`src/inc/cci_pkg.sv`:
```
package cci_pkg;

    // ------------------------------------------------------------------
    // Port widths and function count
    // ------------------------------------------------------------------
    localparam int DATA_W = 32;
    localparam int SEL_W = 2;
    localparam int FUNC_N = 4;

    // ------------------------------------------------------------------
    // Function selector codes
    // ------------------------------------------------------------------
    localparam logic [1:0] SEL_ADD = 2'h0;
    localparam logic [1:0] SEL_XOR = 2'h1;
    localparam logic [1:0] SEL_MUL = 2'h2;
    localparam logic [1:0] SEL_ROT = 2'h3;

    // ------------------------------------------------------------------
    // Fixed latency of each internal function, in clock cycles
    // ------------------------------------------------------------------
    localparam int LAT_ADD = 1;
    localparam int LAT_XOR = 1;
    localparam int LAT_MUL = 3;
    localparam int LAT_ROT = 2;
    localparam int LAT_MAX = 3;

    // ------------------------------------------------------------------
    // Reset values
    // ------------------------------------------------------------------
    localparam logic [31:0] RESULT_RST = 32'h0000_0000;

    typedef enum logic [1:0] {
        CCI_IDLE = 2'b01,
        CCI_BUSY = 2'b10
    } cci_state_t;

endpackage : cci_pkg

```
`src/hw/cci_start_chain.sv`:
```
`timescale 1ns/1ps
// Delays a start pulse by DEPTH cycles to form one function's done.
module cci_start_chain #(
    parameter int DEPTH = 1
) (
    input wire logic clock,
    input wire logic rst,
    input wire logic clk_en,
    input wire logic start_in,
    output logic done_out
);
    logic [DEPTH-1:0] chain_ff;

    // A one-stage chain has no older bits to shift, so its part-select must never be built.
    generate
        if (DEPTH == 1) begin : g_single
            always_ff @(posedge clock or posedge rst) begin
                if (rst) begin
                    chain_ff <= '0;
                end else if (clk_en) begin
                    chain_ff <= start_in;
                end
            end
        end else begin : g_shift
            always_ff @(posedge clock or posedge rst) begin
                if (rst) begin
                    chain_ff <= '0;
                end else if (clk_en) begin
                    chain_ff <= {chain_ff[DEPTH-2:0], start_in};
                end
            end
        end
    endgenerate

    assign done_out = chain_ff[DEPTH-1];
endmodule : cci_start_chain

```
`src/hw/cci_unit.sv`:
```
`timescale 1ns/1ps
module cci_unit (
    input wire logic clock,
    input wire logic rst,
    input wire logic clk_en,
    input wire logic start,
    input wire logic [1:0] n,
    input wire logic [31:0] dataa,
    input wire logic [31:0] datab,
    output logic [31:0] result,
    output logic done
);
    // ------------------------------------------------------------------
    // Operand capture
    // ------------------------------------------------------------------
    logic [31:0] opa_ff;
    logic [31:0] opb_ff;
    logic [1:0] sel_ff;
    cci_pkg::cci_state_t state_ff;
    logic start_ok;

    // A start while busy would break the blocking contract; it is ignored.
    assign start_ok = start && (state_ff == cci_pkg::CCI_IDLE);

    always_ff @(posedge clock or posedge rst) begin
        if (rst) begin
            opa_ff <= cci_pkg::RESULT_RST;
            opb_ff <= cci_pkg::RESULT_RST;
            sel_ff <= cci_pkg::SEL_ADD;
        end else if (clk_en && start_ok) begin
            opa_ff <= dataa;
            opb_ff <= datab;
            sel_ff <= n;
        end
    end

    // ------------------------------------------------------------------
    // Selector decode
    // ------------------------------------------------------------------
    function automatic logic [3:0] sel_onehot(input logic [1:0] s);
        sel_onehot = 4'h1 << s;
    endfunction : sel_onehot

    logic [3:0] func_start;
    logic [3:0] func_done;
    assign func_start = start_ok ? sel_onehot(n) : 4'h0;

    // ------------------------------------------------------------------
    // Per-function sequencing chains
    // ------------------------------------------------------------------
    localparam int LATS [4] = '{cci_pkg::LAT_ADD, cci_pkg::LAT_XOR,
                                cci_pkg::LAT_MUL, cci_pkg::LAT_ROT};
    genvar gi;
    generate
        for (gi = 0; gi < cci_pkg::FUNC_N; gi++) begin : g_chain
            cci_start_chain #(
                .DEPTH(LATS[gi])
            ) u_chain (
                .clock(clock),
                .rst(rst),
                .clk_en(clk_en),
                .start_in(func_start[gi]),
                .done_out(func_done[gi])
            );
        end
    endgenerate

    // ------------------------------------------------------------------
    // Functions; the multiplier is pipelined to match its chain depth
    // ------------------------------------------------------------------
    logic [31:0] mul_p1_ff;
    logic [31:0] mul_p2_ff;
    logic [31:0] rot_p1_ff;

    always_ff @(posedge clock or posedge rst) begin
        if (rst) begin
            mul_p1_ff <= cci_pkg::RESULT_RST;
            mul_p2_ff <= cci_pkg::RESULT_RST;
            rot_p1_ff <= cci_pkg::RESULT_RST;
        end else if (clk_en) begin
            mul_p1_ff <= 32'(opa_ff * opb_ff);
            mul_p2_ff <= mul_p1_ff;
            rot_p1_ff <= (opa_ff << opb_ff[4:0]) | (opa_ff >> (6'h20 - {1'b0, opb_ff[4:0]}));
        end
    end

    logic [31:0] nxt_result;
    always_comb begin
        case (sel_ff)
            cci_pkg::SEL_ADD: nxt_result = 32'(opa_ff + opb_ff);
            cci_pkg::SEL_XOR: nxt_result = opa_ff ^ opb_ff;
            cci_pkg::SEL_MUL: nxt_result = mul_p2_ff;
            cci_pkg::SEL_ROT: nxt_result = rot_p1_ff;
            default: nxt_result = cci_pkg::RESULT_RST;
        endcase
    end

    // ------------------------------------------------------------------
    // Registered output stage
    // ------------------------------------------------------------------
    logic any_done;
    logic [31:0] result_ff;
    logic done_ff;
    assign any_done = |func_done;

    // Result and done share one register stage so latency stays consistent.
    always_ff @(posedge clock or posedge rst) begin
        if (rst) begin
            result_ff <= cci_pkg::RESULT_RST;
            done_ff <= 1'b0;
        end else if (clk_en) begin
            done_ff <= any_done;
            if (any_done) begin
                result_ff <= nxt_result;
            end
        end
    end

    always_ff @(posedge clock or posedge rst) begin
        if (rst) begin
            state_ff <= cci_pkg::CCI_IDLE;
        end else if (clk_en) begin
            case (state_ff)
                cci_pkg::CCI_IDLE: if (start_ok) state_ff <= cci_pkg::CCI_BUSY;
                cci_pkg::CCI_BUSY: if (done_ff) state_ff <= cci_pkg::CCI_IDLE;
                default: state_ff <= cci_pkg::CCI_IDLE;
            endcase
        end
    end

    assign result = result_ff;
    assign done = done_ff;
endmodule : cci_unit

```
`config.mk`:
```
export PLATFORM = sky130hd
export DESIGN_NAME = cci_unit
export DESIGN_NICKNAME = d
export VERILOG_FILES = /design/src/inc/cci_pkg.sv /design/src/hw/cci_start_chain.sv /design/src/hw/cci_unit.sv
export SDC_FILE = /design/constraint.sdc
export NUM_CORES = 2
export LEC_CHECK = 0
export ABC_CLOCK_PERIOD_IN_PS = 8100
export BUFFER_PORTS_ARGS = -buffer_cell sky130_fd_sc_hd__buf_4
export CORE_ASPECT_RATIO = 0.75
export CORE_MARGIN = 2
export CORE_UTILIZATION = 45
export CTS_CLUSTER_SIZE = 16
export DETAILED_ROUTE_END_ITERATION = 6
export GPL_TIMING_DRIVEN = 0
export PLACE_DENSITY_LB_ADDON = 0.12
export SYNTH_ARGS = -nofsm -noshare
export SYNTH_HDL_FRONTEND = slang
export SYNTH_HIERARCHICAL = 1
export SYNTH_SLANG_ARGS = --single-unit
```
`constraint.sdc`:
```
create_clock -name clock -period 8.1 [get_ports clock]
set_input_delay 0.81 -clock clock [delete_from_list [all_inputs] [get_ports clock]]
set_output_delay 0.81 -clock clock [all_outputs]
set_load 0.02 [all_outputs]
```
## Word level (Yosys, flattened, before mapping)

Index checks and enable logic that the tools add are counted.

- Bits of input ports: 70
- Bits in registers: 204
- Output and inout bits: 33
- Word-level logic and storage cells: 39

- Bitwise logic cells: 2
- Multipliers: 1
- Add/sub/neg operators: 2
- Eq/ne operators: 7
- Shift operators: 3
- Mux-type cells: 5
- Reductions and logical operators: 6

Operators by type and width:

| kind | count |
|---|---|
| one-hot mux 32 bit (4 select lines) | 1 |
| adder 32 bit | 1 |
| multiplier 32 x 32 -> 32 bit | 1 |
| bitwise OR 32 bit | 1 |
| left shift 32 x 5 -> 32 bit | 1 |
| >> shifter 32 x 6 -> 32 bit | 1 |
| XOR 32 bit | 1 |
| == test 2 bit (second input constant) | 3 |
| subtractor 6 x 5 -> 6 bit (first input constant) | 1 |
| == test 2 x 1 -> 1 bit (second input constant) | 2 |
| 2-to-1 mux 2 bit | 2 |
| 2-to-1 mux 4 bit | 1 |
| != test 2 bit (second input constant) | 2 |
| one-hot mux 2 bit (2 select lines) | 1 |
| OR reduction 4 bit | 1 |
| left shift 1 x 2 -> 4 bit (first input constant) | 1 |
| AND reduction 3 bit | 1 |
| logical AND 1 bit | 2 |
| logical NOT 2 bit | 1 |
| AND reduction 2 bit | 1 |

## Logic depth before layout (Yosys ltp)

- Depth after elaboration: 4
- Depth in mapped cells: 31
- Gate-level depth less buffers: 28

## Hierarchy

Netlist, hierarchy kept.

By module, submodules not included:

| module | area an instance (um^2) | seq. area each (um^2) | cells an instance | instances |
|---|---|---|---|---|
| cci_unit | 28,178.3 | 4,931.0 | 3,090 | 1 |
| cci_start_chain at g_chain[2].u_chain | 112.6 | 75.1 | 7 | 1 |
| cci_start_chain at g_chain[0].u_chain ... | 43.8 | 25.0 | 3 | 2 |
| cci_start_chain at g_chain[3].u_chain | 76.3 | 50.0 | 5 | 1 |

## Worst setup path before layout

No wires, ideal clock.

- Path kind: reg-to-reg
- From: register opb_ff[3]
- To: register mul_p1_ff[31]
- Data required time: 7.975 ns
- Slack: 0.487 ns
- Arrival: 7.488 ns
- Path buffers: 5
- Library setup time: 0.125 ns
- Clock period less this slack: 7.613 ns
- Stages on the path, launching flop included: 28
- Cell sequence: dfrtp_1 -> clkbuf_1 -> buf_1 -> buf_1 -> clkbuf_1 -> and2_1 -> fa_1 -> inv_1 -> fa_1 -> fa_1 -> fa_1 -> inv_1 -> fa_1 -> fa_1 -> fa_1 -> fa_1 -> ha_1 -> buf_6 -> a21o_1 -> a21oi_1 -> and2b_2 -> nor2_1 -> o211ai_2 -> a31oi_2 -> o21ai_2 -> a31oi_4 -> xnor2_1 -> mux2_4

- Cells in the longest elaborated chain, start to end: 1

RTL lines:

| element | line | RTL |
|---|---|---|
| from (decl) | cci_unit.sv:17 | `logic [31:0] opb_ff;` |
| from (signal assigned) | cci_unit.sv:28 | `opb_ff <= cci_pkg::RESULT_RST;` |
| from (signal assigned) | cci_unit.sv:32 | `opb_ff <= datab;` |
| multiplier 32 x 32 -> 32 bit | cci_unit.sv:81 | `mul_p1_ff <= 32'(opa_ff * opb_ff);` |
| to (signal assigned) | cci_unit.sv:77 | `mul_p1_ff <= cci_pkg::RESULT_RST;` |
| to (signal assigned) | cci_unit.sv:81 |  |
| to (decl) | cci_unit.sv:71 | `logic [31:0] mul_p1_ff;` |

Every way passes these cells.
A chain may end at the register's enable or synchronous reset.

## Worst setup path in the final report

- From: register opa_ff[5]
- To: register mul_p1_ff[24]

- Cells in the longest elaborated chain, start to end: 1

RTL lines:

| element | line | RTL |
|---|---|---|
| from (decl) | cci_unit.sv:16 | `logic [31:0] opa_ff;` |
| from (signal assigned) | cci_unit.sv:27 | `opa_ff <= cci_pkg::RESULT_RST;` |
| from (signal assigned) | cci_unit.sv:31 | `opa_ff <= dataa;` |
| multiplier 32 x 32 -> 32 bit | cci_unit.sv:81 |  |

Every way passes these cells.

==> run_results.csv <==
group,metric,value,unit
placed_design,io_buffers,102,
clock_tree,clk_pin_slew,0.07,ns
synthesis,synth_flop_cell,"dfrtp_1",
synthesis,syn_nets,3743,
worst_setup_path,required,8.53,ns
clock_tree,clk_latency,0.55,ns
cells_and_area,drive_gt1_share,13.2,%
timing,slew-limit-headroom,10.7,%
run,drv_cap,0,
timing,hold_viol_final,0,
timing,layout_worst_path_cycle_share,98.7,%
worst_setup_path,critical_path.startpoint_type,"register",
synthesis,synth_cells,3108,
cells_and_area,layout_commonest_cell,"inv_1",
synthesis,synth_compound_area_share,9.77,%
placed_design,gp_congestion,1.01,
cells_and_area,syn_to_final_growth,9.97,%
timing,slew_violations,0,
die,die_h,222,um
die,core_region_area,62300,um^2
drt,routed_via_density,6.01,
synthesis,netlist_area,28500,um^2
drt,drc,0,
worst_setup_path,crit_type,"register to register",
timing,max_clock_freq,125,MHz
synthesis,synth_area_leader_cell,"fa_1",
global_routing,grt.overflow.total,0,
clock_tree,cts_buffers,22,
synthesis,yosys_register_bits,204,
min_path,min_path_type,"input port to async pin",
clock_tree,cts_root_buf,"clkbuf_16",
worst_setup_path,crit_fanout,10,
drt,avgRoutedWirePerCell,30.6,um
clock_tree,clk_path_buf_depth,3,
synthesis,synthTopCellsByArea,"fa_1, dfrtp_1, and2_1, ha_1, mux2_2",
die,die_x,294,um
placed_design,dp_hpwl,103000,um
synthesis,async_reset_ff_share,100,%
cells_and_area,fin_util,50.2,%
clock_tree,cts_hold_buffers,0,
outcome,status,"finished, final reports clean",
drt,firstDrtPassIters,6,
synthesis,synthMuxAreaShare,8.82,%
synthesis,synth_top_family_by_area,"adder cells",
timing,worstMarginPinSlew,1.34,ns
drt,drt_iter0_drc,3080,
global_routing,grt_pass1_vias,25006,
timing,fin_crit,8.00,ns
synthesis,synth_top_area_share,28.8,%
timing,setup-violations-final,0,
clock_tree,h-tree-depth,1,
global_routing,grt_pass1_wl,179000,um
global_routing,antenna_found_initial,8,
synthesis,syn_avg_cell_area,9.16,um^2
die,fp.dieArea,65300,um^2
timing,finClkSkew,0.0219,ns
die,core.rowCount,79,
synthesis,ys_seq_area_share,17.9,%
drt,drt_wl_total,125000,um
drt,vias,24455,
synthesis,synth_edf_count,0,
global_routing,grtUsageTotal,38.7,%
cells_and_area,nNetsFinal,3866,
cells_and_area,fillCellCount,5949,
clock_tree,clock_sinks,204,
synthesis,synthXorXnorAreaFrac,3.32,%
synthesis,yosys.area_share.simple,16.3,%
cells_and_area,layout_common_cells,"inv_1, fa_1, nand2_1",
synthesis,synth_warnings,6,
drt,postRouteAntennaNets,0,
global_routing,grt_max_degree,125,
worst_setup_path,cp.arrival,8.43,ns
clock_tree,cts_tree,"yes",
worst_setup_path,cp-end-kind,"register",
synthesis,synth_adder_area_share,35.6,%
die,start_util,45.7,%
synthesis,ys_types,79,
die,ioPinCount,103,
[cells in the mapped netlist (77+ instances only)]
master	count
mux2_2	144
dfrtp_1	203
nor2_1	148
clkbuf_1	163
inv_1	415
and2_1	321
xnor2_1	77
o21ai_0	103
fa_1	409
ha_1	156
nand2_1	382
a21oi_1	130
[metal layers]
metal	track usage, %	wire length (um)
met1	58.9	55400
met2	51.4	48100
met3	12.9	16600
met4	11.1	4270
met5	1.92	276
[cells by family after synthesis]
logic type	Yosys count
XOR/XNOR	108
adder cells (fa/ha/maj)	565
AO/OA/AOI/OAI	444
buffers and inverters	615
AND/OR/NAND/NOR	957
flip-flops	204
multiplexers	215
[state kept, by name (all words and copies together) (netlist names)]
register / cells
state_ff: 2
opa_ff: 32
result: 32
opb_ff: 32
sel_ff: 2
done: 1
mul_p1_ff: 32
mul_p2_ff: 32
rot_p1_ff: 32
g_chain.u_chain/done_out: 2
g_chain.u_chain/chain_ff: 5
[per-stage QoR]
step           instance area, um^2  hold slack [ns]  cells  setup slack [ns]  TNS [ns]
5_1_grt                      31300            0.152   4058           -0.0199   -0.0199
3_3_place_gp                 30200            0.463   4020             -2.06   -125.69
4_1_cts                      31200            0.148   4054            0.0171         0
3_5_place_dp                 30300            0.472   4021             -2.12    -19.40
6_report                     31300            0.160   4066             0.103         0
2_1_floorplan                28500            0.448   3108             0.487         0
[worst max-delay path: stages (launching register included)]
cell      delay (ns)
dfrtp_1         0.69
buf_2           0.44
clkbuf_2        0.44
and2_1          0.21
fa_1            0.41
inv_1           0.08
fa_1            0.43
fa_1            0.49
inv_1           0.06
fa_1            0.54
ha_1            0.23
ha_1            0.28
inv_1           0.06
fa_1            0.49
inv_1           0.05
fa_1            0.38
ha_1            0.39
and4_2          0.26
o21ai_1         0.13
o21bai_1        0.19
a21o_1          0.17
nand2_1         0.13
o41ai_4         0.59
nor2b_1         0.24
xnor2_1         0.18
mux2_2          0.31
[worst paths after layout]
check	slack, ns	depth (start not counted)	end	from
worst min register to register	0.49	2	result[1]$_DFFE_PP0P_	result[1]$_DFFE_PP0P_
min in group clock	0.49	2	result[1]$_DFFE_PP0P_	result[1]$_DFFE_PP0P_
worst min-delay path	0.16	2	g_chain[1].u_chain/done_out$_DFFE_PP0P_	rst
worst max register to register	0.10	25	mul_p1_ff[24]$_DFFE_PP0P_	opa_ff[5]$_DFFE_PP0P_
max in group asynchronous	6.57	3	opa_ff[14]$_DFFE_PP0P_	rst
worst max-delay path	0.10	25	mul_p1_ff[24]$_DFFE_PP0P_	opa_ff[5]$_DFFE_PP0P_
[area by class of cell]
cell class | count | area (um^2) | area share, %
inverters | 417 | 1580 | 5.04
flip-flops and latches | 204 | 5130 | 16.4
plain buffers | 189 | 878 | 2.81
clock buffers | 26 | 586 | 1.87
multi-input cells | 2289 | 21100 | 67.5
diodes | 9 | 22.5 | 0.0720
well taps | 810 | 1010 | 3.24
repair buffers | 108 | 831 | 2.66
clock inverters | 14 | 133 | 0.424
[what timing repair did]
action	CTS	global route
pin swaps	0	5
setup buffers	1	4
endpoints found under the setup margin	17	9
resized for setup	91	68
Power is left out: the tool's default activity adds up to more than one toggle a clock period on the data nets, which glitch-free logic cannot reach.
